`config.mk`:
```
export PLATFORM = sky130hd
export DESIGN_NAME = snooze_wake_ctrl
export DESIGN_NICKNAME = d
export VERILOG_FILES = /design/src/rtl/snooze_wake_pkg.sv /design/src/rtl/line_mon_if.sv /design/src/rtl/line_monitor.sv /design/src/rtl/snooze_wake_ctrl.sv
export SDC_FILE = /design/constraint.sdc
export NUM_CORES = 1
export LEC_CHECK = 0
export BUFFER_PORTS_ARGS = -buffer_cell sky130_fd_sc_hd__buf_2
export CORE_ASPECT_RATIO = 0.75
export CORE_UTILIZATION = 55
export CTS_CLUSTER_SIZE = 10
export DETAILED_ROUTE_END_ITERATION = 12
export PLACE_DENSITY = 0.8
export SLEW_MARGIN = 20
export SYNTH_ARGS = -nofsm -noshare
export SYNTH_HDL_FRONTEND = slang
export SYNTH_SLANG_ARGS = --single-unit
```
`constraint.sdc`:
```
create_clock -name clk_i -period 7.4 [get_ports clk_i]
set_input_delay 0 -clock clk_i [delete_from_list [all_inputs] [get_ports clk_i]]
set_output_delay 0 -clock clk_i [all_outputs]
set_load 0.005 [all_outputs]
```
`src/rtl/snooze_wake_pkg.sv`:
```
// Purpose : shared constants for the snooze, chirp and resume sequencer
// Assumes : 25 MHz system clock, UTMI style transceiver controls
// Notes   : register map, field positions and timing counts live here only
package snooze_wake_pkg;

   // **********
   // register map (byte addresses, one 32-bit word each)
   // **********
   localparam logic [3:0] ADDR_CTRL   = 4'h0;
   localparam logic [3:0] ADDR_FLAGS  = 4'h4;
   localparam logic [3:0] ADDR_ENABLE = 4'h8;
   localparam logic [3:0] ADDR_STATUS = 4'hc;

   // control register bits
   localparam int CTRL_GO_ACTIVE   = 0;
   localparam int CTRL_GO_SNOOZE   = 1;
   localparam int CTRL_BUS_DET_DIS = 2;
   localparam int CTRL_CHIRP       = 3;
   localparam int CTRL_SEND_RESUME = 4;
   localparam int CTRL_RESTORE     = 5;

   // flag register bits (write one to clear)
   localparam int FLAG_LINE_ACT    = 0;
   localparam int FLAG_CHIRP_CMP   = 1;
   localparam int FLAG_RESTORE_CMP = 2;

   // enable register bits
   localparam int EN_LINE_ACT      = 0;
   localparam int EN_CHIRP_CMP     = 1;
   localparam int EN_RESTORE_CMP   = 2;
   localparam int EN_SIE_GROUP     = 3;
   localparam int EN_MAIN          = 4;

   // status register fields
   localparam int ST_PM_LSB        = 0;
   localparam int ST_LINE_LSB      = 3;
   localparam int ST_SAVED_SPEED   = 5;
   localparam int ST_XCVR          = 6;
   localparam int ST_TERM          = 7;
   localparam int ST_TRANSCEIVER_OPERATING_SELECT_LSB    = 8;

   // power state field codes
   localparam logic [2:0] PM_CODE_ACTIVE  = 3'h0;
   localparam logic [2:0] PM_CODE_SNOOZE  = 3'h1;
   localparam logic [2:0] PM_CODE_PLL     = 3'h2;

   // **********
   // line and transceiver encodings
   // **********
   localparam logic [1:0] LINE_SE0   = 2'h0;
   localparam logic [1:0] LINE_J     = 2'h1;
   localparam logic [1:0] LINE_K     = 2'h2;
   localparam logic       SPEED_HS   = 1'b0;
   localparam logic       SPEED_FS   = 1'b1;
   localparam logic [1:0] OPM_NORMAL = 2'h0;
   localparam logic [1:0] OPM_NOSTUF = 2'h2;
   localparam logic [2:0] KJ_NEEDED  = 3'h6;

   // **********
   // timing
   // **********
   localparam longint CLK_HZ        = 25_000_000;
   localparam longint PLL_UP_NS     = 250_000;
   localparam longint CHIRP_CYC_60M = 66_000;
   localparam longint INT_CLK_HZ    = 60_000_000;
   localparam int     PLL_CYCLES    = int'((PLL_UP_NS * CLK_HZ + 999_999_999) / 1_000_000_000);
   localparam int     CHIRP_CYCLES  = int'((CHIRP_CYC_60M * CLK_HZ + INT_CLK_HZ - 1) / INT_CLK_HZ);

   typedef enum logic [1:0] {PWR_ACTIVE, PWR_SNOOZE, PWR_PLL_WAIT} pwr_e;
   typedef enum logic [1:0] {CH_IDLE, CH_TX, CH_LISTEN} chirp_e;

endpackage

```
`src/rtl/line_mon_if.sv`:
```
// Purpose : carries the filtered line level and chirp alternation count
// Assumes : single clock domain
// Notes   : mon drives level and kj_count, ctl drives count_clr
`timescale 1ns/1ps
interface line_mon_if;
   logic [1:0] level;
   logic [2:0] kj_count;
   logic       count_clr;
   modport mon (output level, output kj_count, input count_clr);
   modport ctl (input level, input kj_count, output count_clr);
endinterface

```
`src/rtl/line_monitor.sv`:
```
// Purpose : synchronises the bus line level and counts chirp K/J alternations
// Assumes : line level pins are asynchronous to clk_i
// Notes   : a change is accepted once the second and third stages agree
`timescale 1ns/1ps
module line_monitor
   import snooze_wake_pkg::*;
(
   input  wire logic  clk_i,
   input  wire logic  rst_n_i,
   input  wire logic  ce_i,
   input  wire logic [1:0] line_i,
   line_mon_if.mon    lm
);
   logic [1:0] sync1_ff, sync2_ff, sync3_ff, level_ff, last_ff;
   logic [2:0] count_ff;

   // **********
   // three stage synchroniser and agreement filter
   // **********
   always_ff @(posedge clk_i or negedge rst_n_i) begin
      if (!rst_n_i) begin
         sync1_ff <= LINE_J;
         sync2_ff <= LINE_J;
         sync3_ff <= LINE_J;
         level_ff <= LINE_J;
      end else if (ce_i) begin
         sync1_ff <= line_i;
         sync2_ff <= sync1_ff;
         sync3_ff <= sync2_ff;
         if (sync2_ff == sync3_ff) begin
            level_ff <= sync3_ff;
         end
      end
   end

   // **********
   // chirp alternation counter, saturating
   // **********
   always_ff @(posedge clk_i or negedge rst_n_i) begin
      if (!rst_n_i) begin
         count_ff <= 3'h0;
         last_ff  <= LINE_J;
      end else if (ce_i) begin
         if (lm.count_clr) begin
            count_ff <= 3'h0;
            last_ff  <= LINE_J;
         end else if ((level_ff == LINE_K || level_ff == LINE_J) && level_ff != last_ff) begin
            last_ff <= level_ff;
            if (count_ff != 3'h7) begin
               count_ff <= count_ff + 3'h1;
            end
         end
      end
   end

   assign lm.level    = level_ff;
   assign lm.kj_count = count_ff;
endmodule

```
`src/rtl/snooze_wake_ctrl.sv`:
```
// Purpose : snooze exit, chirp handshake and remote wakeup resume sequencing
// Assumes : Avalon-MM slave with waitrequest, 25 MHz clk_i, ce_i freezes all but the reset release
// Notes   : flags are write-one-to-clear, a hardware set wins over a clear
`timescale 1ns/1ps
module snooze_wake_ctrl
   import snooze_wake_pkg::*;
#(
   parameter int PLL_WAIT_CYC  = PLL_CYCLES,
   parameter int CHIRP_TX_CYC  = CHIRP_CYCLES
)(
   input  wire logic        clk_i,
   input  wire logic        resetn_i,
   input  wire logic        ce_i,
   input  wire logic [3:0]  address_i,
   input  wire logic        read_i,
   input  wire logic        write_i,
   input  wire logic [31:0] writedata_i,
   input  wire logic [3:0]  byteenable_i,
   output logic      [31:0] readdata_o,
   output logic             waitrequest_o,
   input  wire logic [1:0]  line_level_i,
   output logic             int_clk_en_o,
   output logic             interrupt_out_n_o,
   output logic             transceiver_speed_select_o,
   output logic             termination_select_o,
   output logic [1:0]       transceiver_operating_select_o,
   output logic             tx_valid_o,
   output logic [7:0]       tx_data_o,
   output logic             bus_detect_disable_o
);
   logic        rst_a_ff, rst_n;
   logic        wait_ff;
   logic [31:0] rdata_ff;
   pwr_e        pwr_ff;
   chirp_e      ch_ff;
   logic [15:0] timer_ff;
   logic [15:0] timer_ch_ff;
   logic        go_active_ff, bus_det_dis_ff, chirp_req_ff, send_resume_ff, restore_ff;
   logic        line_act_ff, chirp_cmp_ff, restore_cmp_ff;
   logic [4:0]  enable_ff;
   logic        saved_speed_ff, xcvr_ff, term_ff;
   logic        irq_n_ff, clk_en_ff, tx_valid_ff;
   logic [1:0]  transceiver_operating_select_ff;
   logic        nxt_line_act, nxt_chirp_cmp, nxt_restore_cmp;
   logic        set_line_act, set_chirp_cmp, set_restore_cmp;
   logic        wr_ok, wr_ctrl, wr_flags;
   line_mon_if  lm ();

   function automatic logic hit(input logic [3:0] a, input logic [3:0] base);
      return a == base;
   endfunction

   function automatic logic timer_ch_done(input logic [15:0] t);
      return t <= 16'h1;
   endfunction

   // **********
   // reset release and line monitor
   // **********
   always_ff @(posedge clk_i or negedge resetn_i) begin
      if (!resetn_i) begin
         rst_a_ff <= 1'b0;
         rst_n    <= 1'b0;
      end else begin
         rst_a_ff <= 1'b1;
         rst_n    <= rst_a_ff;
      end
   end

   line_monitor u_mon (
      .clk_i   (clk_i),
      .rst_n_i (rst_n),
      .ce_i    (ce_i),
      .line_i  (line_level_i),
      .lm      (lm.mon)
   );

   assign lm.count_clr = (ch_ff != CH_LISTEN);

   // **********
   // avalon slave: one wait cycle, write lands when waitrequest is low
   // **********
   assign wr_ok    = write_i && !wait_ff && byteenable_i[0];
   assign wr_ctrl  = wr_ok && hit(address_i, ADDR_CTRL);
   assign wr_flags = wr_ok && hit(address_i, ADDR_FLAGS);

   always_ff @(posedge clk_i or negedge rst_n) begin
      if (!rst_n) begin
         wait_ff  <= 1'b1;
         rdata_ff <= 32'h0;
      end else if (ce_i) begin
         wait_ff <= !((read_i || write_i) && wait_ff);
         if (read_i && wait_ff) begin
            rdata_ff <= 32'h0;
            unique case (1'b1)
               hit(address_i, ADDR_CTRL): rdata_ff[5:0] <= {restore_ff, send_resume_ff, chirp_req_ff,
                                                            bus_det_dis_ff, 1'b0, go_active_ff};
               hit(address_i, ADDR_FLAGS): rdata_ff[2:0] <= {restore_cmp_ff, chirp_cmp_ff, line_act_ff};
               hit(address_i, ADDR_ENABLE): rdata_ff[4:0] <= enable_ff;
               hit(address_i, ADDR_STATUS): begin
                  rdata_ff[ST_PM_LSB +: 3]     <= (pwr_ff == PWR_ACTIVE) ? PM_CODE_ACTIVE :
                                                  (pwr_ff == PWR_SNOOZE) ? PM_CODE_SNOOZE : PM_CODE_PLL;
                  rdata_ff[ST_LINE_LSB +: 2]   <= lm.level;
                  rdata_ff[ST_SAVED_SPEED]     <= saved_speed_ff;
                  rdata_ff[ST_XCVR]            <= xcvr_ff;
                  rdata_ff[ST_TERM]            <= term_ff;
                  rdata_ff[ST_TRANSCEIVER_OPERATING_SELECT_LSB +: 2] <= transceiver_operating_select_ff;
               end
               default: rdata_ff <= 32'h0; // unmapped reads zero
            endcase
         end
      end
   end

   // **********
   // power state: snooze, PLL wait, active
   // **********
   always_ff @(posedge clk_i or negedge rst_n) begin
      if (!rst_n) begin
         pwr_ff       <= PWR_ACTIVE;
         go_active_ff <= 1'b0;
         timer_ff     <= 16'h0;
      end else if (ce_i) begin
         if (wr_ctrl && writedata_i[CTRL_GO_ACTIVE] && pwr_ff != PWR_ACTIVE) begin
            go_active_ff <= 1'b1;
         end
         unique case (pwr_ff)
            PWR_ACTIVE: begin
               if (wr_ctrl && writedata_i[CTRL_GO_SNOOZE]) begin
                  pwr_ff <= PWR_SNOOZE;
               end
            end
            PWR_SNOOZE: begin
               if (go_active_ff) begin
                  pwr_ff   <= PWR_PLL_WAIT;
                  timer_ff <= 16'(PLL_WAIT_CYC);
               end
            end
            PWR_PLL_WAIT: begin
               if (timer_ff <= 16'h1) begin
                  pwr_ff       <= PWR_ACTIVE;
                  go_active_ff <= 1'b0;
               end else begin
                  timer_ff <= timer_ff - 16'h1;
               end
            end
         endcase
      end
   end

   // **********
   // chirp handshake and resume drive
   // **********
   always_ff @(posedge clk_i or negedge rst_n) begin
      if (!rst_n) begin
         ch_ff          <= CH_IDLE;
         chirp_req_ff   <= 1'b0;
         send_resume_ff <= 1'b0;
         bus_det_dis_ff <= 1'b0;
         restore_ff     <= 1'b0;
         xcvr_ff        <= SPEED_FS;
         term_ff        <= SPEED_FS;
         saved_speed_ff <= SPEED_FS;
         set_chirp_cmp  <= 1'b0;
         set_restore_cmp <= 1'b0;
      end else if (ce_i) begin
         set_chirp_cmp   <= 1'b0;
         set_restore_cmp <= 1'b0;
         if (wr_ctrl) begin
            bus_det_dis_ff <= writedata_i[CTRL_BUS_DET_DIS];
            send_resume_ff <= writedata_i[CTRL_SEND_RESUME];
            if (writedata_i[CTRL_CHIRP]) begin
               chirp_req_ff <= 1'b1;
            end
            if (writedata_i[CTRL_RESTORE]) begin
               restore_ff <= 1'b1;
            end
            if (writedata_i[CTRL_GO_SNOOZE] && pwr_ff == PWR_ACTIVE) begin
               saved_speed_ff <= xcvr_ff;
            end
         end
         unique case (ch_ff)
            CH_IDLE: begin
               if (chirp_req_ff && pwr_ff == PWR_ACTIVE) begin
                  ch_ff   <= CH_TX;
                  xcvr_ff <= SPEED_HS;
               end
            end
            CH_TX: begin
               if (timer_ch_done(timer_ch_ff)) begin
                  ch_ff <= CH_LISTEN;
               end
            end
            CH_LISTEN: begin
               if (lm.kj_count >= KJ_NEEDED) begin
                  ch_ff          <= CH_IDLE;
                  term_ff        <= SPEED_HS;
                  chirp_req_ff   <= 1'b0;
                  saved_speed_ff <= SPEED_HS;
                  set_chirp_cmp  <= 1'b1;
               end
            end
         endcase
         if (restore_ff && !send_resume_ff && lm.level != LINE_K) begin
            xcvr_ff         <= saved_speed_ff;
            term_ff         <= saved_speed_ff;
            restore_ff      <= 1'b0;
            set_restore_cmp <= 1'b1;
         end
      end
   end

   // chirp duration counter
   always_ff @(posedge clk_i or negedge rst_n) begin
      if (!rst_n) begin
         timer_ch_ff <= 16'h0;
      end else if (ce_i) begin
         if (ch_ff != CH_TX) begin
            timer_ch_ff <= 16'(CHIRP_TX_CYC);
         end else if (!timer_ch_done(timer_ch_ff)) begin
            timer_ch_ff <= timer_ch_ff - 16'h1;
         end
      end
   end

   // **********
   // sticky flags, set wins over clear, and interrupt
   // **********
   assign set_line_act    = (pwr_ff == PWR_SNOOZE) && (lm.level != LINE_J);
   assign nxt_line_act    = set_line_act || (line_act_ff && !(wr_flags && writedata_i[FLAG_LINE_ACT]));
   assign nxt_chirp_cmp   = set_chirp_cmp || (chirp_cmp_ff && !(wr_flags && writedata_i[FLAG_CHIRP_CMP]));
   assign nxt_restore_cmp = set_restore_cmp ||
                            (restore_cmp_ff && !(wr_flags && writedata_i[FLAG_RESTORE_CMP]));

   always_ff @(posedge clk_i or negedge rst_n) begin
      if (!rst_n) begin
         line_act_ff    <= 1'b0;
         chirp_cmp_ff   <= 1'b0;
         restore_cmp_ff <= 1'b0;
         enable_ff      <= 5'h0;
         irq_n_ff       <= 1'b1;
      end else if (ce_i) begin
         line_act_ff    <= nxt_line_act;
         chirp_cmp_ff   <= nxt_chirp_cmp;
         restore_cmp_ff <= nxt_restore_cmp;
         if (wr_ok && hit(address_i, ADDR_ENABLE)) begin
            enable_ff <= writedata_i[4:0];
         end
         irq_n_ff <= !(enable_ff[EN_MAIN] && enable_ff[EN_SIE_GROUP] &&
                       ((nxt_line_act && enable_ff[EN_LINE_ACT]) ||
                        (nxt_chirp_cmp && enable_ff[EN_CHIRP_CMP]) ||
                        (nxt_restore_cmp && enable_ff[EN_RESTORE_CMP])));
      end
   end

   // **********
   // transceiver drive and clock gate registers
   // **********
   always_ff @(posedge clk_i or negedge rst_n) begin
      if (!rst_n) begin
         transceiver_operating_select_ff   <= OPM_NORMAL;
         tx_valid_ff <= 1'b0;
         clk_en_ff   <= 1'b0;
      end else if (ce_i) begin
         clk_en_ff   <= (pwr_ff == PWR_ACTIVE);
         tx_valid_ff <= send_resume_ff || (ch_ff == CH_TX);
         transceiver_operating_select_ff   <= (send_resume_ff || ch_ff == CH_TX) ? OPM_NOSTUF : OPM_NORMAL;
      end
   end

   assign readdata_o                     = rdata_ff;
   assign waitrequest_o                  = wait_ff;
   assign int_clk_en_o                   = clk_en_ff;
   assign interrupt_out_n_o              = irq_n_ff;
   assign transceiver_speed_select_o     = xcvr_ff;
   assign termination_select_o           = term_ff;
   assign transceiver_operating_select_o = transceiver_operating_select_ff;
   assign tx_valid_o                     = tx_valid_ff;
   assign tx_data_o                      = 8'h00; // raw zero data drives K
   assign bus_detect_disable_o           = bus_det_dis_ff;
endmodule

```
# --- Word level (Yosys, flattened, before mapping) ---
# Index checks and enable logic that the tools add are counted.
word_totals:
  ff_bits: 85
  output_inout_bits: 49
  word_cells: 178
op_classes:
  n_addsub: 3
  muxes: 48
  n_reduce_logical: 68
  order_cmp: 3
  n_eq_ne: 24
op_table:
  columns: ["operator", "n"]
  rows:
  - ["$mux 16", 4]
  - ["$le 16x1->1 const B", 2]
  - ["$pmux 16 s2", 1]
  - ["$sub 16x1->16 const B", 2]
  - ["$logic_and 1x1->1", 27]
  - ["$mux 1", 23]
  - ["$mux 2", 11]
  - ["$ne 2x2->1 const B", 10]
  - ["$reduce_bool 2->1", 10]
  - ["$pmux 2 s3", 3]
  - ["$pmux 3 s4", 1]
  - ["$reduce_and 2->1", 6]
  - ["$reduce_and 3->1", 4]
  - ["$reduce_and 4->1", 3]
  - ["$mux 3", 3]
  - ["$eq 4x4->1 const B", 2]
  - ["$logic_or 1x1->1", 8]
  - ["$logic_not 1->1", 7]
  - ["$eq 2x1->1 const B", 3]
  - ["$eq 2x2->1 const B", 3]
  - ["$eq 4x3->1 const B", 1]
  - ["$logic_not 2->1", 2]
  - ["$logic_not 4->1", 1]
  - ["$mux 4", 1]
  - ["other kinds (7)", 8]

# --- Depth between registers and ports, before layout ---
# Gate-level depths: netlist of run 1.
depth:
  depth_word: 13
  mapped_depth: 8
  mapped_depth_nobuf: 6

# --- Hierarchy ---
# From an unflattened synthesis of run 1, not the netlist that was laid out.
hier_totals:
  hier_cells: 464
  area_unflattened_um2: 4605.7
modules_own_cells:
  columns: ["mod", "area_per_inst_um2", "cells_per_inst", "n_inst"]
  rows:
  - ["snooze_wake_ctrl", 3915.0, 401, 1]
  - ["line_monitor", 690.7, 63, 1]

# --- Worst setup path before layout of run 1 ---
# Ideal clock, no wire load.
synth_timing:
  path_kind: "register to register"
  start: "register timer_ch_ff[0]"
  end: "register timer_ch_ff[15]"
  setup_ps: 78
  path_buffers: 0
  slack_ps: 5465
  stages_incl_launch_ff: 7
  arrival_ps: 1857
  cell_sequence: "dfrtp_1 inv_1 ha_1 o21bai_1 nor4_2 or4_1 a21oi_1"
synth_via:
  elab_chain_cells: 3
  word_cells_on_any_way: 6
  cone_classes: "add/sub: 1; order compare: 1; eq/ne: 1; mux: 2; reduce/logical: 1"
synth_lines:
  columns: ["element", "line_no", "source"]
  rows:
  - ["from (decl)", "snooze_wake_ctrl.sv:37", "logic [15:0] timer_ch_ff;"]
  - ["from (signal assigned)", "snooze_wake_ctrl.sv:219", "timer_ch_ff <= 16'(CHIRP_TX_CYC);"]
  - ["from (signal assigned)", "snooze_wake_ctrl.sv:221", "timer_ch_ff <= timer_ch_ff - 16'h1;"]
  - ["$sub 16x1->16 or $le 16x1->1 (tied branches)", "snooze_wake_ctrl.sv:221, snooze_wake_ctrl.sv:54", null]
  - ["$mux 16 or $ne 2x2->1 (tied branches)", null, null]
  - ["$mux 16 or $reduce_and 2->1 (tied branches)", null, null]
# Several ways; a longest one is shown, not always the timed one. The select of a mux whose other input is x is not followed.
# A chain may end at the register's enable or synchronous reset.

# --- Worst setup path after layout of run 1 ---
# Same ends and word-level chain as after synthesis.

==> impl_metrics.json, run 1 <==
{
  "drc": 0,
  "core_area_um2": 8527,
  "critPathMaxStageDelay_ns": 0.52,
  "critical_path_class": "reg2reg",
  "cts_max_path_buffers": 2,
  "async_flop_share_pct": 100.0,
  "nFillCells": 672,
  "internal_power_w": 0.001022,
  "nets": 587,
  "dpl_cell_area_um2": 4941,
  "cts_tree": "yes",
  "hp-class": "in2reg",
  "clock_power_share_pct": 24.5,
  "drive_gt1_share_pct": 17.01,
  "leakage_nw": 2.336,
  "h-tree-depth": 3,
  "grt.total_usage_pct": 23.93,
  "antenna_found_initial": 0,
  "pwr-share-seq_pct": 42.6,
  "setup_tns_ns": 0,
  "worstPathCellList": "inv_1 > ha_1 > o21bai_1 > nor4_2 > or4_1 > a21oi_1",
  "synth_flop_cell": "dfrtp_1",
  "ys_ff_latch": 82,
  "finClkSkew_ns": 0.01120,
  "slew_headroom_pct": 32.77,
  "final_util_pct": 62.85,
  "dp_hpwl_um": 6999,
  "clk_latency_ns": 0.35,
  "avgViaCountPerCell": 5.987,
  "crit_path_end_kind": "register",
  "worstMarginPinSlew_ns": 0.9944,
  "first_iter_violations": 348,
  "gr-total-overflow": 0,
  "portBuffers": 34,
  "start_util_pct": 56.98,
  "grt_start_max_net_pins": 81,
  "crit_family": "compound AO/OA/AOI/OAI gates",
  "stdcell_area_um2": 5359,
  "critical_path_arrival_ns": 2.45,
  "die_y_um": 83.40,
  "power_density_nw_per_um2": 311.8,
  "status": "completed",
  "ys_seq_area_share_pct": 42.49,
  "crit_required_ns": 7.66,
  "netlist.area_leader.share_pct": 37.08,
  "cp_max_fo": 6,
  "grt_pass1_vias": 3574,
  "antenna_left": 0,
  "die_w_um": 110.5,
  "yosysMostFrequentCell": "dfrtp_1",
  "setup_viol": 0,
  "die_area_um2": 9217,
  "hold_viol_final": 0,
  "start_kind": "register",
  "ys_warn_count": 0,
  "synth_area_leaders": "dfrtp_1 37%, dfstp_2 5.4%, buf_4 5.3%, ha_1 4.1%, mux2_2 3.9%",
  "crit_slowest_cell": "o21bai_1",
  "p_total_w": 0.001671,
  "clk_pin_slew_ns": 0.07,
  "syn_area_per_cell_um2": 9.875,
  "routedWlPerCell_um": 16.20,
  "root_buffer": "clkbuf_16",
  "slew_violations": 0,
  "switching_share_pct": 38.81,
  "cts_made_buffers": 9,
  "cts_num_sinks": 82,
  "place_ws_ns": 5.219,
  "setup_ws_ns": 5.211,
  "grt_pass1_wl_um": 17710,
  "drv_cap": 0,
  "fmax_mhz": 456.9,
  "synth_area_leader_cell": "dfrtp_1",
  "first_pass_iters": 5,
  "synth_edf_count": 0,
  "syn_to_final_growth_pct": 10.30,
  "gp_congestion": 0.8294,
  "ios": 96,
  "num_rows": 29,
  "pwr-share-comb_pct": 32.9,
  "vias": 3814,
  "synth_cells": 492,
  "cp_num_buf_inv": 1,
  "n_antenna_cell": 0,
  "rsz0062_at_grt": "false",
  "post-route-min-period_ns": 2.189,
  "switchingPower_w": 0.0006484,
  "mappedNetlistArea_um2": 4858,
  "peakVddDrop_v": 0.0002148,
  "synth_cell_types": 65,
  "wl_um": 10320,
  "synth_common_cells": "72 x dfrtp_1, 34 x buf_4, 27 x a21oi_1, 27 x nand2_1, 27 x nor2_1",
  "finalCritPeriodShare_pct": 29.58
}
area by class of cell:
type | count | area [um2] | share of cell area [%]
Sequential cell | 82 | 2068 | 38.59
Tap cell | 108 | 135.1 | 2.522
Clock buffer | 10 | 229.0 | 4.273
Timing Repair Buffer | 48 | 325.3 | 6.071
Clock inverter | 6 | 41.29 | 0.7705
Inverter | 21 | 78.83 | 1.471
Multi-Input combinational cell | 362 | 2481 | 46.30
metal layers:
metal	up-vias	global-route usage, %	part of all wire (%)
li1	1809	-	-
met1	1855	34.45	48
met2	130	35.12	45
met3	20	6.861	5.4
met4	0	6.909	1.4
met5	-	0	0
logic make-up after synthesis:
group / count (synthesis) / synth area share [%]
compound gates: 104 / 14.19
xor+xnor: 4 / 0.7212
fa+ha+maj: 16 / 4.120
buf+inv: 79 / 8.833
flops: 82 / 42.49
mux: 38 / 8.550
other cells: 2 / 0.1546
simple gates: 167 / 20.94
stage by stage:
stage | hold slack [ns] | instances
global route | 0.06735 | 637
floorplan | -0.2956 | 523
global placement | -0.2155 | 608
finish | 0.03994 | 637
detailed placement | -0.2144 | 608
CTS | 0.03171 | 636
power by group through the flow:
stage / Combinational (W) / Sequential, W / Clock (W)
floorplan: 0.000454 / 0.000672 / 0
global placement: 0.000500 / 0.000709 / 0
detailed placement: 0.000529 / 0.000720 / 0
CTS: 0.000539 / 0.000714 / 0.000418
global route: 0.000615 / 0.000732 / 0.000437
finish: 0.000549 / 0.000712 / 0.000409
repair_timing:
action                                 CTS  global route
endpoints found under the hold margin   15             0
gates resized for setup                  0             0
buffers inserted                         0             0
hold buffers                            12             0
registers in the layout (all words and copies together), names as in the netlist, 2 cells and up:
name               cells
u_mon.lm.kj_count      3
readdata_o             9
u_mon.last_ff          2
timer_ch_ff           16
timer_ff              16
pwr_ff                 2
u_mon.sync3_ff         2
enable_ff              5
u_mon.sync2_ff         2
ch_ff                  2
u_mon.sync1_ff         2
u_mon.lm.level         2
tightest hold or removal path: stages:
cell	delay (ns)
buf_2	0.09
nor4_1	0.07
nand2_1	0.13
o31ai_1	0.10
path summary, 6_finish.rpt:
kind	from	to	slack, ns	depth (start not counted)
min in group asynchronous	rst_n	u_mon.sync2_ff[1]	0.28	0
min reg2reg	rst_n	u_mon.sync2_ff[1]	0.28	0
max reg2reg	timer_ch_ff[0]	timer_ch_ff[15]	5.21	6
min	address_i[0]	saved_speed_ff	0.04	4
max in group asynchronous	rst_n	waitrequest_o	6.47	1
max	timer_ch_ff[0]	timer_ch_ff[15]	5.21	6
placed cells by master (no fill, tap or decap), drive strengths merged, types with 3 or more instances in the layout:
| cell type | n |
|---|---|
| nand2 | 27 |
| dfrtp | 72 |
| nor4 | 14 |
| clkinv | 5 |
| mux2i | 19 |
| o31ai | 12 |
| conb | 33 |
| inv | 22 |
| nand4 | 12 |
| o211ai | 3 |
| o21ai | 22 |
| nor4b | 6 |
| and4 | 3 |
| nor2 | 28 |
| a21oi | 27 |
| nor3 | 14 |
| clkbuf | 10 |
| mux2 | 18 |
| dfstp | 10 |
| or3 | 8 |
| dlygate4sd3 | 12 |
| ha | 16 |
| nor2b | 7 |
| buf | 36 |
| and2 | 8 |
| a22o | 8 |
| o2bb2ai | 3 |
| or4 | 9 |
| a31oi | 3 |
| nand2b | 6 |
| a22oi | 4 |
| nand3 | 14 |
| a41oi | 3 |
Power figures use the tool's default switching activity.
==> inputs of run 2 (changes only) <==
--- a/config.mk
+++ b/config.mk
@@ -7,10 +7,10 @@
 export LEC_CHECK = 0
 export BUFFER_PORTS_ARGS = -buffer_cell sky130_fd_sc_hd__buf_2
 export CORE_ASPECT_RATIO = 0.75
-export CORE_UTILIZATION = 55
+export CORE_UTILIZATION = 50
 export CTS_CLUSTER_SIZE = 10
 export DETAILED_ROUTE_END_ITERATION = 12
-export PLACE_DENSITY = 0.8
+export PLACE_DENSITY = 0.76
 export SLEW_MARGIN = 20
 export SYNTH_ARGS = -nofsm -noshare
 export SYNTH_HDL_FRONTEND = slang
==> constraint.sdc (replaced) <==
create_clock -name clk_i -period 1.8 [get_ports clk_i]
set_input_delay 0 -clock clk_i [delete_from_list [all_inputs] [get_ports clk_i]]
set_output_delay 0 -clock clk_i [all_outputs]
set_load 0.005 [all_outputs]
==> run 2 against run 1 <==
The flow now finishes with violations (negative setup slack). Global-route usage is 3.2 points higher. Clock power grew to 4.7 times the previous value. Final area is 26% higher. Count of clock-buffer cells in the layout grew 2. Via count grew 29%. Critical endpoint is now pwr_ff[1]. Largest cell class unchanged.
==> impl_metrics.json, run 2 (synthesized netlist as in run 1, its figures left out) <==
{
  "die_y_um": 87.37,
  "critical_path_arrival_ns": 2.25,
  "grt.total_usage_pct": 27.16,
  "rsz0062_at_grt": "true",
  "violations": "negative setup slack",
  "root_buffer": "clkbuf_16",
  "grt_pass1_vias": 4144,
  "antenna_found_initial": 1,
  "crit_family": "simple AND/OR/NAND/NOR gates",
  "final_cell_mix": "85 x buf_4, 67 x dfrtp_1, 34 x buf_2",
  "die_area_um2": 10120,
  "hp-class": "in2reg",
  "dp_hpwl_um": 8704,
  "stdcell_area_um2": 6760,
  "portBuffers": 34,
  "crit_slowest_cell": "dfrtp_2",
  "slew_headroom_pct": 59.62,
  "critPathMostFrequentCell": "buf_4",
  "slew_violations": 0,
  "gp_congestion": 0.8834,
  "critPathMaxStageDelay_ns": 0.45,
  "first_iter_violations": 581,
  "avgViaCountPerCell": 6.471,
  "cp_num_buf_inv": 2,
  "cp_max_fo": 4,
  "nets": 687,
  "crit_path_end_kind": "register",
  "num_rows": 30,
  "drive_gt1_share_pct": 41.81,
  "critical_path_class": "reg2reg",
  "clk_pin_slew_ns": 0.06,
  "first_pass_iters": 6,
  "start_util_pct": 52.62,
  "leakage_nw": 2.958,
  "start_kind": "register",
  "cts_max_path_buffers": 2,
  "die_w_um": 115.8,
  "core_area_um2": 9234,
  "routedWlPerCell_um": 21.73,
  "h-tree-depth": 3,
  "gr-total-overflow": 0,
  "dpl_cell_area_um2": 5587,
  "post-route-min-period_ns": 2.017,
  "setup_viol": 34,
  "cts_tree": "yes",
  "nFillCells": 544,
  "peakVddDrop_v": 0.0006070,
  "cts_made_buffers": 9,
  "dpl.cell_count": 701,
  "worstMarginPinSlew_ns": 0.5994,
  "crit_required_ns": 2.03,
  "finalCritPeriodShare_pct": 112.1,
  "hold_ws_ns": 0.1656,
  "worstPathCellList": "nor4_4 > buf_4 > nand4b_1 > a221oi_2 > buf_4 > mux2_4",
  "ios": 96,
  "multiInputGateArea_um2": 3014,
  "drc": 0,
  "cts_num_sinks": 82,
  "clk_latency_ns": 0.35,
  "drv_cap": 0,
  "setup_ws_ns": -0.2172,
  "grt_start_max_net_pins": 55,
  "wl_um": 16470,
  "antenna_left": 0,
  "hold_viol_final": 0,
  "status": "finished with violations",
  "power_density_nw_per_um2": 1472,
  "mostFrequentLayoutCell": "buf_4",
  "finClkSkew_ns": 0.01196,
  "fmax_mhz": 495.7,
  "syn_to_final_growth_pct": 39.14,
  "vias": 4905,
  "fin_cells": 758,
  "seqCellArea_um2": 2073,
  "grt_pass1_wl_um": 21090
}
run 2: cell count changes in the layout (fill, tap and decap cells not counted), moves of 7 or more:
| cell | before | now |
|---|---|---|
| or4_4 | 0 | 8 |
| or4_1 | 9 | 1 |
| buf_6 | 0 | 14 |
| a21oi_2 | 0 | 9 |
| a21oi_1 | 27 | 18 |
| buf_4 | 1 | 85 |
| nor4_1 | 10 | 3 |
run 2: worst paths after layout:
check	slack, ns	from	to	depth (start not counted)
worst max register to register	-0.22	timer_ff[9]	pwr_ff[1]	6
worst max-delay path	-0.22	timer_ff[9]	pwr_ff[1]	6
worst min-delay path	0.17	address_i[1]	readdata_o[3]	3
min in group asynchronous	0.29	rst_n	timer_ff[2]	0
worst min register to register	0.29	rst_n	timer_ff[2]	0
max in group asynchronous	0.88	rst_n	timer_ch_ff[12]	1
run 2: metrics by stage:
step           total power (W)  TNS, ns  setup slack (ns)  utilization (%)
2_1_floorplan         0.004757  -0.1072          -0.05193                -
3_3_place_gp          0.005942   -1.169           -0.1091            60.50
3_5_place_dp          0.006170   -2.978           -0.1963            60.50
4_1_cts               0.008628  -0.4236          -0.06174            68.02
5_1_grt                0.01026   -4.064           -0.2238            73.21
6_report              0.009950   -2.647           -0.2172            73.21
run 2: layer usage:
| metal | GRT usage (%) | routed length, um | part of all wire (%) |
|---|---|---|---|
| met2 | 39.77 | 7382 | 45 |
| met1 | 38.98 | 6358 | 39 |
| met3 | 5.985 | 1907 | 12 |
| met5 | 0 | 0 | 0 |
| met4 | 10.49 | 820 | 5.0 |
run 2: what timing repair did:
| action | 4_1_cts | 5_1_grt |
|---|---|---|
| endpoints found under the setup margin | 35 | 38 |
| pin swaps | 11 | 36 |
| gates cloned | 0 | 1 |
| gates resized for setup | 34 | 71 |
| buffers inserted | 11 | 17 |
| hold buffers | 12 | 0 |
| hold endpoints to repair | 16 | 0 |
run 2: report_power, final:
part	leakage, nW	switching [W]	internal, W
clock	0.153	0.000768	0.00115
combinational	1.79	0.00265	0.00246
sequential	1.02	0.000606	0.00232
total	2.96	0.00402	0.00593
run 2: area by class of cell:
type | count | share of cell area, %
clock buffers | 12 | 3.794
diodes | 1 | 0.03702
clock inverters | 4 | 0.7218
flip-flops and latches | 82 | 30.67
multi-input cells | 363 | 44.59
repair buffers | 147 | 16.66
well taps | 128 | 2.369
inverters | 21 | 1.166
run 2: tightest hold or removal path: stages:
cell and delay [ns]:
buf_2 0.11, or3_1 0.23, o21ai_0 0.12
==> inputs of run 3 (changes only) <==
--- a/config.mk
+++ b/config.mk
@@ -11,6 +11,7 @@
 export CTS_CLUSTER_SIZE = 10
 export DETAILED_ROUTE_END_ITERATION = 12
 export PLACE_DENSITY = 0.76
+export REMOVE_ABC_BUFFERS = 1
 export SLEW_MARGIN = 20
 export SYNTH_ARGS = -nofsm -noshare
 export SYNTH_HDL_FRONTEND = slang
==> run 3 against run 2 <==
The flow still finishes with violations (negative setup slack). Sequential cell count unchanged. First-iteration DRC count down 37%. Final area down 2.0%. Combinational power down 5.5%. Global-route usage up 0.098 points. Wire length down 13%. Power down 2.6%. Worst setup slack worse by 0.014 ns. Die area unchanged.
==> impl_metrics.json, run 3 (synthesized netlist as in run 1, its figures left out) <==
{
  "status": "finished with violations",
  "violations": "negative setup slack",
  "cts_made_buffers": 9,
  "avgViaCountPerCell": 6.111,
  "cts_max_path_buffers": 2,
  "setup_ws_ns": -0.2316,
  "clk_latency_ns": 0.34,
  "crit_slowest_cell": "dfrtp_1",
  "nFillCells": 604,
  "n_antenna_cell": 0,
  "syn_to_final_growth_pct": 36.31,
  "setup_tns_ns": -2.764,
  "wl_um": 14380,
  "nets": 680,
  "setup_viol": 22,
  "cp_max_fo": 6,
  "rsz0062_at_grt": "true",
  "crit_path_end_kind": "register",
  "die_y_um": 87.37,
  "crit_required_ns": 2.00,
  "finClkSkew_ns": 0.004598,
  "first_pass_iters": 5,
  "h-tree-depth": 3,
  "rr_worst_depth": 8,
  "vias": 4583,
  "endpoint": "timer_ch_ff[2]",
  "grt_start_max_net_pins": 42,
  "cts_num_sinks": 82,
  "start_kind": "register",
  "drive_gt1_share_pct": 38.10,
  "root_buffer": "clkbuf_16",
  "critical_path_class": "reg2reg",
  "antenna_left": 0,
  "mostFrequentLayoutCell": "buf_4",
  "core_area_um2": 9234,
  "grt_pass1_vias": 4127,
  "startpoint": "timer_ch_ff[0]",
  "die_w_um": 115.8,
  "start_util_pct": 52.62,
  "final_cell_mix": "83 x buf_4, 70 x dfrtp_1, 34 x buf_2",
  "power_density_nw_per_um2": 1464,
  "r2r-end": "timer_ch_ff[2]",
  "critical_path_arrival_ns": 2.24,
  "critPathMaxStageDelay_ns": 0.44,
  "die_area_um2": 10120,
  "routedWlPerCell_um": 19.17,
  "drc": 0,
  "stdcell_area_um2": 6623,
  "dp_hpwl_um": 8427,
  "grt.total_usage_pct": 27.26,
  "num_rows": 30,
  "peakVddDrop_v": 0.0009449,
  "worstPathCellList": "inv_2 > ha_4 > o21bai_1 > buf_4 > buf_12 > or3_4 > nor2_4 > o31ai_1",
  "gp_congestion": 0.8831,
  "grt_pass1_wl_um": 21130,
  "fmax_mhz": 492.2,
  "antenna_found_initial": 0,
  "gr-total-overflow": 0,
  "hp-class": "in2reg",
  "first_iter_violations": 368,
  "dpl_cell_area_um2": 5509,
  "hold_viol_final": 0,
  "portBuffers": 34,
  "drv_cap": 0,
  "slew_violations": 0,
  "finalCritPeriodShare_pct": 112.9,
  "rr_startpoint": "timer_ch_ff[0]",
  "cts_tree": "yes",
  "clk_pin_slew_ns": 0.06,
  "r2r_setup_slack_ns": -0.23,
  "leakage_nw": 2.901,
  "post-route-min-period_ns": 2.032,
  "ios": 96
}
run 3: cell count changes in the layout (fill, tap and decap cells not counted), sizes merged:
| cell | previous run | this run |
|---|---|---|
| clkinv | 2 | 0 |
| bufinv | 1 | 2 |
| clkinvlp | 0 | 2 |
| buf | 135 | 128 |
| diode | 1 | 0 |
| inv | 22 | 21 |
run 3: report_power, final:
| part | leakage [nW] | total, W | internal [W] | switching [W] |
|---|---|---|---|---|
| Sequential | 1.02 | 0.00287 | 0.00231 | 0.000554 |
| Combinational | 1.73 | 0.00483 | 0.00234 | 0.00249 |
| Clock | 0.149 | 0.00199 | 0.00125 | 0.000740 |
run 3: what timing repair did:
item                       CTS  global route
setup endpoints to repair   35            44
pin swaps                   13            25
hold endpoints to repair    15             0
hold buffers                12             0
gates resized for setup     39            51
setup buffers               11            13
gates cloned                 1             0
run 3: layout make-up:
class,instances,area [um2],share of cell area (%)
multi-input combinational,363,2929,44.23
timing repair buffer,140,1064,16.06
clock inverter,4,75.07,1.134
sequential,82,2069,31.25
inverter,21,78.83,1.190
tap,128,160.2,2.418
clock buffer,12,246.5,3.722
run 3: metrics by stage:
step / instances / hold WS (ns) / setup slack [ns] / utilization (%) / power, W
2_1_floorplan: 465 / -0.2956 / -0.6354 / - / 0.004496
3_3_place_gp: 697 / -0.2144 / -0.1208 / 59.66 / 0.005842
3_5_place_dp: 697 / -0.2123 / -0.1940 / 59.66 / 0.006010
4_1_cts: 737 / 0.03420 / -0.08670 / 67.67 / 0.008637
5_1_grt: 750 / 0.06749 / -0.2635 / 71.72 / 0.01013
6_report: 750 / 0.04367 / -0.2316 / 71.72 / 0.009693
run 3: critical path, delay by kind of cell, from the launching register on:
kind | cells | cell delay (ns)
buffers and inverters | 3 | 0.43
AOI/OAI and AO/OA | 2 | 0.22
and+or+nand+nor | 2 | 0.63
DFF | 1 | 0.44
adders and majority gates | 1 | 0.17
run 3: per-layer routing:
layer  part of all wire, %  wire length (um)  vias to the layer above  GRT usage [%]
li1                      -                 -                     2004              -
met1                    41              5868                     2225          37.23
met4                   3.2               455                        0          11.66
met3                   8.9              1273                       55          5.637
met5                     0                 0                        -              0
met2                    47              6778                      299          42.05
run 3: worst min-delay path by stage:
stage,start,endpoint,slack [ns],cells past startpoint
global route,address_i[2],saved_speed_ff,0.07,4
detailed placement,resetn_i,rst_a_ff,-0.21,1
CTS,address_i[2],saved_speed_ff,0.03,4
global placement,resetn_i,rst_a_ff,-0.21,1
finish,address_i[2],saved_speed_ff,0.04,4
floorplan,resetn_i,rst_a_ff,-0.30,0
